$ cat config.mk
export PLATFORM = sky130hd
export DESIGN_NAME = keyed_watchdog_timer
export DESIGN_NICKNAME = d
export VERILOG_FILES = /design/src/rtl/keyed_watchdog_pkg.sv /design/src/rtl/keyed_watchdog_timer.sv
export VERILOG_INCLUDE_DIRS = /design/src /design/src/rtl
export SDC_FILE = /design/constraint.sdc
export NUM_CORES = 1
export LEC_CHECK = 0
export CORE_ASPECT_RATIO = 0.7
export CORE_MARGIN = 2
export CORE_UTILIZATION = 56
export DETAILED_ROUTE_END_ITERATION = 10
export DONT_BUFFER_PORTS = 1
export PLACE_DENSITY = 0.71
export SYNTH_ARGS = -nofsm -noshare
export SYNTH_HDL_FRONTEND = slang
export SYNTH_SLANG_ARGS = --single-unit
$ cat constraint.sdc
create_clock -name sys_clk -period 9.07 [get_ports sys_clk]
set_clock_uncertainty 0.15 [all_clocks]
set_input_delay 1.814 -clock sys_clk [delete_from_list [all_inputs] [get_ports sys_clk]]
set_output_delay 1.814 -clock sys_clk [all_outputs]
set_load 0.05 [all_outputs]
$ cat src/rtl/keyed_watchdog_map.svh
`ifndef KEYED_WATCHDOG_MAP_SVH
`define KEYED_WATCHDOG_MAP_SVH

// Register addresses
`define WD_KEY_ADDR 16'hFF99
`define WD_MODE_ADDR 16'hFF98

// Restart key values
`define WD_KEY_VALUE 8'hAC
`define WD_KEY_READ 8'h9A

// Mode register layout and reset value
`define WD_MODE_RESET 8'h67
`define WD_MODE_TOP 3'h3
`define WD_MODE_TOP_MSB 7
`define WD_MODE_TOP_LSB 5
`define WD_CS_HI_BIT 4
`define WD_CS_LO_BIT 3
`define WD_PSEL_MSB 2
`define WD_PSEL_LSB 0

// Overflow exponents for period select zero, and the largest exponent
`define WD_RING_BASE_EXP 5'h0B
`define WD_X1_BASE_EXP 5'h0D
`define WD_EXP_MAX 5'h14

`endif

$ cat src/rtl/keyed_watchdog_pkg.sv
package keyed_watchdog_pkg;

    typedef enum {
        WD_RUN,
        WD_SW_STOPPED
    } wd_state_type;

endpackage

$ cat src/rtl/keyed_watchdog_timer.sv
// Contract
// - Correct key write clears counter, counting continues
// - Key register reads fixed value always
// - Wrong key while running causes reset
// - Bit access to key causes reset
// - Reset deferred until count clock runs
// - Counter overflow causes internal reset
// - Second mode write while running resets
// - Software-stopped watchdog ignores all faults
// - After reset: ring clock, longest period
// - Any mode write clears counter
// - Fixed build ignores clock-select bits
// - Fixed build counts always, never stops
// - Stoppable build: ring, X1, or stopped
// - Upper select bit set stops watchdog
// - Stoppable build pauses in HALT/STOP
// - X1 CPU and X1 count wait settling
// - Ring CPU, X1 count: settle or switch
// - Ring count resumes at once after STOP
// - Select: 00 ring, 01 X1, 1x stop
// - Period 2^11..2^18 ring, 2^13..2^20 X1
`timescale 1ns/1ps
`default_nettype none
`include "keyed_watchdog_map.svh"

module keyed_watchdog_timer
    import keyed_watchdog_pkg::*;
#(
    parameter bit STOPPABLE = 1'b1,
    parameter int CNT_W = 21
)
(
    // Clock and reset
    input wire logic sys_clk,
    input wire logic rst_n,
    // Register access port
    input wire logic [15:0] regAddr,
    input wire logic [7:0] regWrData,
    input wire logic regWr,
    input wire logic regRd,
    input wire logic regBitAccess,
    output logic [7:0] regRdData,
    // Count clock pins
    input wire logic ringClkIn,
    input wire logic x1ClkIn,
    // Standby and clock status from the system controller
    input wire logic haltMode,
    input wire logic stopMode,
    input wire logic cpuOnX1,
    input wire logic oscSettleDone,
    // Internal reset request
    output logic wdtReset
);

    logic [7:0] rdData_r;
    logic wdtReset_r;
    wd_state_type state_r;
    logic modeWritten_r;
    logic clkSelHi_r;
    logic clkSelLo_r;
    logic [2:0] periodSel_r;
    logic [CNT_W-1:0] cnt_r;
    logic pending_r;
    logic settleWait_r;
    logic cpuX1AtStop_r;
    logic stopMode_d;
    logic [2:0] ringSync_r;
    logic [2:0] x1Sync_r;

    logic keyWr;
    logic keyBit;
    logic modeWr;
    logic goodKey;
    logic badEvent;
    logic srcX1;
    logic paused;
    logic countOn;
    logic tick;
    logic [4:0] ovExp;
    logic [CNT_W-1:0] lastCount;
    logic overflow;
    logic stopExit;

    // Reset image kept as a constant so its fields can be picked apart
    localparam logic [7:0] MODE_RESET = `WD_MODE_RESET;

    assign regRdData = rdData_r;
    assign wdtReset = wdtReset_r;

    // Decode of CPU accesses
    assign keyWr = regWr && (regAddr == `WD_KEY_ADDR);
    assign keyBit = regBitAccess && (regAddr == `WD_KEY_ADDR);
    assign modeWr = regWr && (regAddr == `WD_MODE_ADDR);
    assign goodKey = keyWr && (regWrData == `WD_KEY_VALUE);

    // A software-stopped watchdog never raises a reset
    assign badEvent = (state_r == WD_RUN) && ((keyWr && !goodKey) || keyBit
        || (modeWr && modeWritten_r));

    assign srcX1 = STOPPABLE && !clkSelHi_r && clkSelLo_r;

    // Fixed build keeps counting through every standby mode
    // For an X1 count clock the STOP exit edge itself is held too, before the wait flag is up
    assign stopExit = !stopMode && stopMode_d;
    assign paused = STOPPABLE && (haltMode || stopMode || settleWait_r
        || (stopExit && srcX1));
    assign countOn = (state_r == WD_RUN) && !paused;

    // Edge found between second and third stage; first stage feeds only the second
    assign tick = countOn && (srcX1 ? (x1Sync_r[1] && !x1Sync_r[2])
                                    : (ringSync_r[1] && !ringSync_r[2]));

    assign ovExp = (srcX1 ? `WD_X1_BASE_EXP : `WD_RING_BASE_EXP) + {2'h0, periodSel_r};
    assign lastCount = CNT_W'((CNT_W'(1) << ovExp) - CNT_W'(1));
    assign overflow = tick && (cnt_r == lastCount);

    // Count clock synchronisers
    always_ff @(posedge sys_clk or negedge rst_n)
    begin
        if (!rst_n)
        begin
            ringSync_r <= 3'h0;
            x1Sync_r <= 3'h0;
        end
        else
        begin
            ringSync_r <= {ringSync_r[1:0], ringClkIn};
            x1Sync_r <= {x1Sync_r[1:0], x1ClkIn};
        end
    end

    // Read data: key reads a constant, mode reads its stored value
    always_ff @(posedge sys_clk or negedge rst_n)
    begin
        if (!rst_n)
            rdData_r <= 8'h00;
        else if (regRd && (regAddr == `WD_KEY_ADDR))
            rdData_r <= `WD_KEY_READ;
        else if (regRd && (regAddr == `WD_MODE_ADDR))
            rdData_r <= {`WD_MODE_TOP, clkSelHi_r, clkSelLo_r, periodSel_r};
        else if (regRd)
            rdData_r <= 8'h00;
    end

    // Mode register and run state
    always_ff @(posedge sys_clk or negedge rst_n)
    begin
        if (!rst_n)
        begin
            modeWritten_r <= 1'b0;
            clkSelHi_r <= MODE_RESET[`WD_CS_HI_BIT];
            clkSelLo_r <= MODE_RESET[`WD_CS_LO_BIT];
            periodSel_r <= MODE_RESET[`WD_PSEL_MSB:`WD_PSEL_LSB];
            state_r <= WD_RUN;
        end
        else if (modeWr && !modeWritten_r)
        begin
            // Only one write is ever taken; top bits always read back fixed
            modeWritten_r <= 1'b1;
            periodSel_r <= regWrData[`WD_PSEL_MSB:`WD_PSEL_LSB];
            if (STOPPABLE)
            begin
                clkSelHi_r <= regWrData[`WD_CS_HI_BIT];
                clkSelLo_r <= regWrData[`WD_CS_LO_BIT];
                if (regWrData[`WD_CS_HI_BIT])
                    state_r <= WD_SW_STOPPED;
            end
        end
    end

    // Watchdog counter
    always_ff @(posedge sys_clk or negedge rst_n)
    begin
        if (!rst_n)
            cnt_r <= '0;
        else if (modeWr || goodKey)
            cnt_r <= '0;
        else if (tick)
            cnt_r <= cnt_r + CNT_W'(1);
    end

    // Wake-up hold for an X1 count clock after STOP
    always_ff @(posedge sys_clk or negedge rst_n)
    begin
        if (!rst_n)
        begin
            stopMode_d <= 1'b0;
            cpuX1AtStop_r <= 1'b0;
            settleWait_r <= 1'b0;
        end
        else
        begin
            stopMode_d <= stopMode;
            if (stopMode && !stopMode_d)
                cpuX1AtStop_r <= cpuOnX1;
            if (STOPPABLE && stopExit && srcX1)
                settleWait_r <= 1'b1;
            else if (oscSettleDone || (!cpuX1AtStop_r && cpuOnX1))
                settleWait_r <= 1'b0;
        end
        // Ring count clock never waits
    end

    // Fault reset: held off while the count clock is stopped
    always_ff @(posedge sys_clk or negedge rst_n)
    begin
        if (!rst_n)
        begin
            pending_r <= 1'b0;
            wdtReset_r <= 1'b0;
        end
        else
        begin
            if (badEvent && !countOn)
                pending_r <= 1'b1;
            if ((badEvent && countOn) || (pending_r && countOn) || overflow)
                wdtReset_r <= 1'b1;
        end
    end
endmodule // keyed_watchdog_timer
`default_nettype wire

==> flow_summary.json, run 1 <==
{
  "clkPwrFrac_pct": 40.8,
  "crit_required_ns": 9.17,
  "synth_area_leaders": "dfrtp_1 33%, nor2_1 5.2%, o21ai_0 4.3%, xnor2_1 4.3%, xor2_1 4.3%",
  "period_share_pct": 50.85,
  "drcViolationCount": 0,
  "synth_area_per_cell_sq_um": 8.417,
  "worst_setup_path_start_kind": "register",
  "max_freq_ghz": 0.2168,
  "combinationalPowerShare_pct": 1.4,
  "pre_cts_slack_ns": 4.478,
  "multiInputGateArea_sq_um": 1923,
  "areaGrowthSynthToFinish_pct": 3.359,
  "cp_num_buf_inv": 1,
  "netSwitchingFraction_pct": 20.51,
  "drv_slew": 0,
  "ys_seq_area_share_pct": 35.64,
  "syn-num-nets": 423,
  "grt_pass1_wl_um": 13520,
  "synth_most_common_cell": "nor2_1",
  "final_nets": 410,
  "power_density_nw_per_um2": 108.0,
  "leakage_nw": 1.401,
  "hold_violations": 0,
  "synth_area_leader_cell": "dfrtp_1",
  "core-area_sq_um": 5669,
  "rsz0062_at_grt": "no",
  "cts_resized": 0,
  "die_x_um": 94.92,
  "dpl.hpwl_um": 6008,
  "synth_cell_type_count": 63,
  "drt_iter0_markers": 328,
  "drive_above_1_share_pct": 6.971,
  "numCtsBuffers": 5,
  "die_area_sq_um": 6421,
  "synth_commonest_cells": "45 x nor2_1, 43 x dfrtp_1, 31 x nand2_1",
  "ant_nets": 0,
  "diodes": 0,
  "p_switching_mw": 0.07419,
  "p_int_mw": 0.2875,
  "outcome": "completed",
  "path_class": "register to register",
  "path_cells": "inv_1, a21oi_1, ha_1, nand2b_1, nor3_1, nand3_1, ha_1, o41a_1, o21ai_0, nor4_1, a21oi_1, nand3_1, nor4b_1, a31o_1",
  "worst_path_max_delay_cell": "dfstp_2",
  "place_congestion": 1.007,
  "ios": 44,
  "maxCapViolations": 0,
  "initial_core_util_pct": 57.16,
  "port_buffers": 0,
  "wl_per_cell_um": 17.91,
  "clkTransAtPathRegs_ns": 0.09,
  "postSynthCellCount": 385,
  "clock_sinks": 46,
  "fillers": 519,
  "fin_crit_ns": 4.612,
  "p_total_mw": 0.3617,
  "crit_family": "simple AND/OR/NAND/NOR gates",
  "seq_power_share_pct": 57.8,
  "vdd_drop_max_v": 0.00005590,
  "clk_latency_ns": 0.30,
  "cts-root-buf": "clkbuf_8",
  "clock_tree.buffer_depth": 2,
  "synthArstFlopShare_pct": 100.0,
  "netlist_area_sq_um": 3241,
  "arrival_ns": 4.71,
  "cp_max_fo": 25,
  "seqCellArea_sq_um": 1155,
  "synth_seq_cells": 46,
  "synth_edf_count": 0,
  "cts_setup_buffers": 0,
  "first_global_vias": 2598,
  "wl_um": 8025,
  "fin_setup_tns_ns": 0,
  "max_slew.worst_pin.slew_ns": 0.8618,
  "vias": 2842,
  "htreeDepth": 2,
  "fin_ws_ns": 4.458,
  "die_h_um": 67.65,
  "max_stage_delay_ns": 0.84,
  "cts_hold_buf": 0,
  "setup_viol": 0,
  "yosys_warnings": 0,
  "track_usage_pct": 27.63,
  "cts_tree": "done",
  "firstDrtPassIters": 7,
  "core.rowCount": 23,
  "antenna_found_initial": 0,
  "synth-main-ff-cell": "dfrtp_1",
  "grt_max_degree": 47,
  "synth.top_cell.area_share_pct": 33.20,
  "vias_per_cell": 6.344,
  "maxSlewHeadroom_pct": 41.06,
  "endpoint_kind": "register",
  "grt_remaining_overflow": 0,
  "hold_path_class": "register to register"
}
[logic make-up after synthesis]
kind of cell	count (synthesis)	share of synthesized area, %
buffers and inverters	37	5.019
and+or+nand+nor	173	28.07
muxes	11	3.591
adders and majority gates	3	1.158
AOI/OAI and AO/OA	82	17.03
DFF	46	35.64
xor gates and xnor gates	33	9.498
[state kept, by name (all words and copies together) (netlist names), 3 cells and up]
register / cells
cnt_r: 21
periodSel_r: 3
regRdData: 7
ringSync_r: 3
x1Sync_r: 3
[layer usage]
layer | GRT usage [%] | part of all wire, %
met1 | 42.61 | 49
met2 | 37.77 | 40
met3 | 7.031 | 9.4
met4 | 7.428 | 1.6
met5 | 0 | 0
[placed cells by master, fill, tap and decap left out, types with 9 or more instances in the layout]
cell type / instances
nand2_1: 31
xnor2_1: 16
a21oi_1: 15
nor3_1: 9
nand4_1: 9
dfrtp_1: 43
nor2_1: 45
nand3_1: 20
inv_1: 16
xor2_1: 16
o21ai_0: 28
[power groups by stage]
stage	Clock [mW]	Combinational [mW]	Sequential, mW
2_1_floorplan	0	0.00515	0.212
3_3_place_gp	0	0.00486	0.213
3_5_place_dp	0	0.00503	0.213
4_1_cts	0.150	0.00507	0.209
5_1_grt	0.160	0.00552	0.209
6_report	0.148	0.00505	0.209
[worst paths after layout]
kind / slack [ns] / endpoint / start / cells after the start
max in group asynchronous: 7.53 / periodSel_r[1] / rst_n / 0
max: 4.46 / wdtReset / periodSel_r[0] / 14
max reg2reg: 4.46 / wdtReset / periodSel_r[0] / 14
min: 0.21 / x1Sync_r[1] / x1Sync_r[0] / 0
min reg2reg: 0.21 / x1Sync_r[1] / x1Sync_r[0] / 0
min in group asynchronous: 1.05 / wdtReset / rst_n / 0
[metrics by stage]
stage / hold WS, ns / cells / utilization (%) / cell area (sq um)
final: 0.2066 / 448 / 59.08 / 3349
after global placement: 0.1862 / 440 / 57.14 / 3239
after CTS: 0.2107 / 448 / 59.08 / 3349
after floorplan: 0.1812 / 385 / - / 3241
after detailed placement: 0.1916 / 440 / 57.14 / 3239
after global routing: 0.2178 / 448 / 59.08 / 3349
[final cells by class]
class	count	area share (%)
multi-input cells	302	57.41
flip-flops and latches	46	34.48
repair buffers	1	0.2241
inverters	16	1.793
well taps	75	2.802
clock buffers	8	3.287
Note: power is estimated with default switching activity, not from simulation.
==> inputs of run 2 (changes only) <==
--- a/config.mk
+++ b/config.mk
@@ -11,7 +11,7 @@
 export CORE_UTILIZATION = 56
 export DETAILED_ROUTE_END_ITERATION = 10
 export DONT_BUFFER_PORTS = 1
-export PLACE_DENSITY = 0.71
+export PLACE_DENSITY = 0.74
 export SYNTH_ARGS = -nofsm -noshare
 export SYNTH_HDL_FRONTEND = slang
 export SYNTH_SLANG_ARGS = --single-unit
==> constraint.sdc (replaced) <==
create_clock -name sys_clk -period 3.95 [get_ports sys_clk]
set_clock_uncertainty 0.15 [all_clocks]
set_input_delay 0.79 -clock sys_clk [delete_from_list [all_inputs] [get_ports sys_clk]]
set_output_delay 0.79 -clock sys_clk [all_outputs]
set_load 0.05 [all_outputs]
==> run 2 against run 1 <==
Net effect: cell count increased by 3.6%; largest cell class unchanged; combinational power grew to 3.1 times the previous value; critical path type unchanged; register-to-register slack worse by 4.2 ns; critical endpoint unchanged.
==> flow_summary.json, run 2 (synthesis results as in run 1) <==
{
  "cts-root-buf": "clkbuf_8",
  "clock_sinks": 46,
  "seqCellArea_sq_um": 1156,
  "drv_slew": 0,
  "place_congestion": 0.9610,
  "clkTransAtPathRegs_ns": 0.09,
  "wl_um": 8631,
  "max_stage_delay_ns": 0.47,
  "worst_setup_path_start_kind": "register",
  "outcome": "completed",
  "crit_start": "clkSelHi_r",
  "ant_nets": 0,
  "ios": 44,
  "die_x_um": 94.92,
  "max_freq_ghz": 0.2683,
  "period_share_pct": 94.37,
  "r2r_slack_ns": 0.22,
  "grt_remaining_overflow": 0,
  "crit_required_ns": 4.05,
  "first_global_vias": 2607,
  "drcViolationCount": 0,
  "arrival_ns": 3.83,
  "drt_iter0_markers": 325,
  "mostFrequentLayoutCell": "nor2_1",
  "diodes": 0,
  "port_buffers": 0,
  "multiInputGateArea_sq_um": 1956,
  "cp_max_fo": 10,
  "dpl.hpwl_um": 6354,
  "fin_area_sq_um": 3493,
  "fin_crit_ns": 3.728,
  "power_density_nw_per_um2": 230.7,
  "track_usage_pct": 28.83,
  "clk_latency_ns": 0.31,
  "firstDrtPassIters": 5,
  "die_area_sq_um": 6421,
  "r2r-end": "wdtReset",
  "setup_viol": 0,
  "r2r_start": "clkSelHi_r",
  "endpoint_kind": "register",
  "rsz0062_at_grt": "no",
  "r2r_cells": 16,
  "worst_path_max_delay_cell": "dfrtp_1",
  "hold_violations": 0,
  "die_h_um": 67.65,
  "vias_per_cell": 6.369,
  "clock_tree.buffer_depth": 2,
  "core-area_sq_um": 5669,
  "crit_end": "wdtReset",
  "htreeDepth": 2,
  "antenna_found_initial": 0,
  "drive_above_1_share_pct": 11.83,
  "fin_setup_tns_ns": 0,
  "top_register": "cnt_r",
  "grt_max_degree": 47,
  "path_class": "register to register",
  "placedCellCount": 452,
  "maxCapViolations": 0,
  "wl_per_cell_um": 18.60,
  "areaGrowthSynthToFinish_pct": 7.799,
  "largest_reg_flops": 21,
  "max_slew.worst_pin.slew_ns": 0.8982,
  "fin_cells": 464,
  "dpl_cell_area_sq_um": 3329,
  "cts_tree": "done",
  "maxSlewHeadroom_pct": 40.12,
  "numCtsBuffers": 5,
  "grt_pass1_wl_um": 13870,
  "final_nets": 426,
  "vdd_drop_max_v": 0.0001290,
  "path_cells": "or2b_4, nand2_1, nand2b_1, ha_1, buf_4, nor2_1, nand3_2, ha_4, nor2b_1, a21oi_1, o31ai_1, nor4b_1, nand4_1, nor4b_2, and4_1, a31o_1",
  "core.rowCount": 23,
  "vias": 2955,
  "hold_path_class": "input pin to asynchronous set/reset pin",
  "initial_core_util_pct": 57.16,
  "final_cell_mix": "45 x nor2_1, 42 x dfrtp_1, 31 x nand2_1, 28 x o21ai_0, 19 x nand3_1",
  "leakage_nw": 1.478,
  "fillers": 478
}
[run 2: changes by cell type in the layout (fill, tap and decap cells not counted), sizes merged]
cell / before / now
clkinv: 0 / 1
buf: 1 / 15
clkinvlp: 0 / 1
clkbuf: 8 / 6
dlygate4sd3: 0 / 2
[run 2: layout make-up]
cell class | instances | area share (%)
Sequential cell | 46 | 33.09
Tap cell | 75 | 2.686
Multi-Input combinational cell | 302 | 55.98
Inverter | 16 | 1.719
Clock inverter | 2 | 0.3582
Timing Repair Buffer | 17 | 3.797
Clock buffer | 6 | 2.364
[run 2: worst max-delay path: cells and delay by family, from the launching register on]
| kind | cells | cell delay, ns |
|---|---|---|
| AND/OR/NAND/NOR | 10 | 1.88 |
| adder cells (fa/ha/maj) | 2 | 0.57 |
| flip-flops | 1 | 0.47 |
| AO/OA/AOI/OAI | 3 | 0.42 |
| buffers and inverters | 1 | 0.18 |
[run 2: timing repair]
item                                    4_1_cts  5_1_grt
endpoints found under the hold margin         0        5
gates resized for setup                       0        7
setup buffers                                 0        2
endpoints found under the setup margin        0        1
hold buffers                                  0        2
[run 2: stage by stage]
stage	hold WS, ns	setup WS (ns)	utilization (%)	power, mW
3_5_place_dp	0.1871	0.1298	58.73	0.5009
4_1_cts	0.01494	0.08698	60.41	0.8056
5_1_grt	0.001270	0.02321	61.62	0.8324
6_report	0.01826	0.2222	61.62	0.8058
2_1_floorplan	0.1812	0.04886	-	0.4996
3_3_place_gp	0.1839	0.2974	58.73	0.5004
[run 2: how the worst min path moves through the flow]
stage          slack, ns  cells past startpoint           from             to
5_1_grt            0.001                      0          rst_n       cnt_r[0]
3_5_place_dp        0.19                      0  ringSync_r[0]  ringSync_r[1]
4_1_cts             0.01                      0          rst_n   regRdData[4]
6_report            0.02                      0          rst_n       cnt_r[0]
2_1_floorplan       0.18                      0  ringSync_r[0]  ringSync_r[1]
3_3_place_gp        0.18                      0  ringSync_r[0]  ringSync_r[1]
[run 2: report_power, final]
group	internal, mW	switching, mW
Sequential	0.476	0.00334
Clock	0.141	0.170
Combinational	0.00849	0.00704
[run 2: layer usage]
metal  vias up  routed length, um  global-route usage [%]
met3        12                832                   7.366
met5         -                  0                       0
met4         0                115                   6.884
li1       1380                  -                       -
met2       147               3541                   39.98
met1      1416               4141                   44.34
==> inputs of run 3 (changes only) <==
--- a/config.mk
+++ b/config.mk
@@ -11,6 +11,7 @@
 export CORE_UTILIZATION = 56
 export DETAILED_ROUTE_END_ITERATION = 10
 export DONT_BUFFER_PORTS = 1
+export GPL_TIMING_DRIVEN = 0
 export PLACE_DENSITY = 0.74
 export SYNTH_ARGS = -nofsm -noshare
 export SYNTH_HDL_FRONTEND = slang
==> run 3 against run 2 <==
Net effect: power down 1.2%; cell count up 3.2%; count of clock-buffer cells in the layout up 1; core utilization up 2.7 points; largest power group unchanged; sequential power about the same; largest cell class unchanged; clock power down 3%; design area up 4.4%; non-clock buffer count up 15.
==> flow_summary.json, run 3 (synthesis results as in run 1) <==
{
  "cts_tree": "done",
  "hold_path_class": "input pin to asynchronous set/reset pin",
  "p_switching_mw": 0.1710,
  "core-area_sq_um": 5669,
  "mostFrequentLayoutCell": "nor2_1",
  "clkTransAtPathRegs_ns": 0.09,
  "die_area_sq_um": 6421,
  "drcViolationCount": 0,
  "numCtsBuffers": 5,
  "max_stage_delay_ns": 0.58,
  "firstDrtPassIters": 5,
  "outcome": "completed",
  "grt_pass1_wl_um": 13550,
  "vias": 2999,
  "ios": 44,
  "final_cell_mix": "44 x nor2_1, 41 x dfrtp_1, 30 x nand2_1, 28 x o21ai_0, 18 x nand3_1",
  "cts_hold_buf": 0,
  "cts-root-buf": "clkbuf_8",
  "track_usage_pct": 28.36,
  "die_x_um": 94.92,
  "initial_core_util_pct": 57.16,
  "cp_max_fo": 10,
  "max_slew.worst_pin.slew_ns": 0.9508,
  "netSwitchingFraction_pct": 21.47,
  "max_freq_ghz": 0.2584,
  "drive_above_1_share_pct": 15.84,
  "setup_viol": 0,
  "place_congestion": 0.9971,
  "vdd_drop_max_v": 0.0001416,
  "clkPwrFrac_pct": 37.9,
  "path_class": "register to register",
  "first_global_vias": 2707,
  "period_share_pct": 97.99,
  "hold_violations": 0,
  "dpl.hpwl_um": 6260,
  "antenna_found_initial": 0,
  "clock_sinks": 46,
  "worst_setup_path_start_kind": "register",
  "path_cells": "buf_8, inv_1, a21oi_2, ha_1, nand2b_4, nor3_4, nand3_2, ha_4, buf_4, o41a_1, o21ai_0, nor4_1, a21oi_1, nand3_1, nor4b_4, a31o_1",
  "seq_power_share_pct": 60.3,
  "wl_um": 8645,
  "clk_latency_ns": 0.31,
  "wl_per_cell_um": 18.05,
  "grt_remaining_overflow": 0,
  "port_buffers": 0,
  "fin_setup_tns_ns": 0,
  "pre_cts_slack_ns": -0.9366,
  "worst_path_max_delay_cell": "dfstp_2",
  "final_nets": 441,
  "htreeDepth": 2,
  "fin_crit_ns": 3.870,
  "p_int_mw": 0.6254,
  "drt_iter0_markers": 255,
  "ant_nets": 0,
  "grt_max_degree": 47,
  "arrival_ns": 3.97,
  "leakage_nw": 1.547,
  "drv_slew": 0,
  "top_register": "cnt_r",
  "power_density_nw_per_um2": 218.4,
  "largest_reg_flops": 21,
  "p_total_mw": 0.7965,
  "clock_tree.buffer_depth": 2,
  "areaGrowthSynthToFinish_pct": 12.51,
  "rsz0062_at_grt": "yes",
  "maxCapViolations": 0,
  "die_h_um": 67.65,
  "vias_per_cell": 6.261,
  "fin_ws_ns": 0.07951,
  "combinationalPowerShare_pct": 1.9,
  "maxSlewHeadroom_pct": 36.03,
  "diodes": 0,
  "endpoint_kind": "register",
  "core.rowCount": 23,
  "crit_required_ns": 4.05
}
run 3: cell types whose count changed in the layout (fill, tap and decap cells not counted), sizes merged:
cell | before | now
clkbuf | 6 | 13
clkinvlp | 1 | 0
dlygate4sd3 | 2 | 0
buf | 15 | 26
run 3: power by group through the flow:
stage               Combinational [mW]  Clock [mW]  Sequential (mW)
global route                    0.0168       0.330            0.481
floorplan                       0.0118           0            0.488
finish                          0.0148       0.302            0.480
detailed placement              0.0141           0            0.489
CTS                             0.0143       0.310            0.480
global placement                0.0137           0            0.489
run 3: area by class of cell:
cell class,instances,area [sq um]
fillers,472,2023
multi-input cells,302,2009
flip-flops and latches,46,1157
repair buffers,16,120.1
plain buffers,16,113.9
well taps,75,93.84
clock buffers,7,86.33
inverters,16,60.06
clock inverters,1,5.005
run 3: layer usage:
| metal | track usage, % | wire, um | up-vias | part of all wire (%) |
|---|---|---|---|---|
| met4 | 8.514 | 146 | 0 | 1.7 |
| met1 | 43.81 | 4338 | 1429 | 50 |
| met5 | 0 | 0 | - | 0 |
| met2 | 38.39 | 3380 | 138 | 39 |
| li1 | - | - | 1417 | - |
| met3 | 7.143 | 780 | 15 | 9.0 |
run 3: through the flow:
step                utilization, %  instance area, sq um  cells  hold WS, ns
floorplan                        -                  3242    385       0.1812
global placement             58.84                  3336    460       0.1849
detailed placement           58.84                  3336    460       0.1873
CTS                          61.36                  3478    466      0.01125
global route                 64.31                  3646    479   -0.0004213
finish                       64.31                  3646    479      0.01902
run 3: worst max-delay path: cells and delay by family (launching register included):
family	cells	cell delay, ns
compound gates	5	0.90
fa+ha+maj	2	0.49
buf+inv	3	0.48
flops	1	0.58
simple gates	6	1.20
run 3: worst paths after layout:
path,startpoint,slack (ns),to,cells past startpoint
setup reg to reg,periodSel_r[0],0.08,wdtReset,16
hold reg to reg,ringSync_r[0],0.20,ringSync_r[1],0
max in group asynchronous,rst_n,3.45,periodSel_r[0],0
setup / recovery,periodSel_r[0],0.08,wdtReset,16
min in group sys_clk,ringSync_r[0],0.20,ringSync_r[1],0
hold / removal,rst_n,0.02,regRdData[4],0
run 3: repair_timing:
| item | CTS | global route |
|---|---|---|
| pin swaps | 1 | 10 |
| buffers inserted | 1 | 15 |
| resized for setup | 13 | 18 |
| setup endpoints to repair | 1 | 1 |
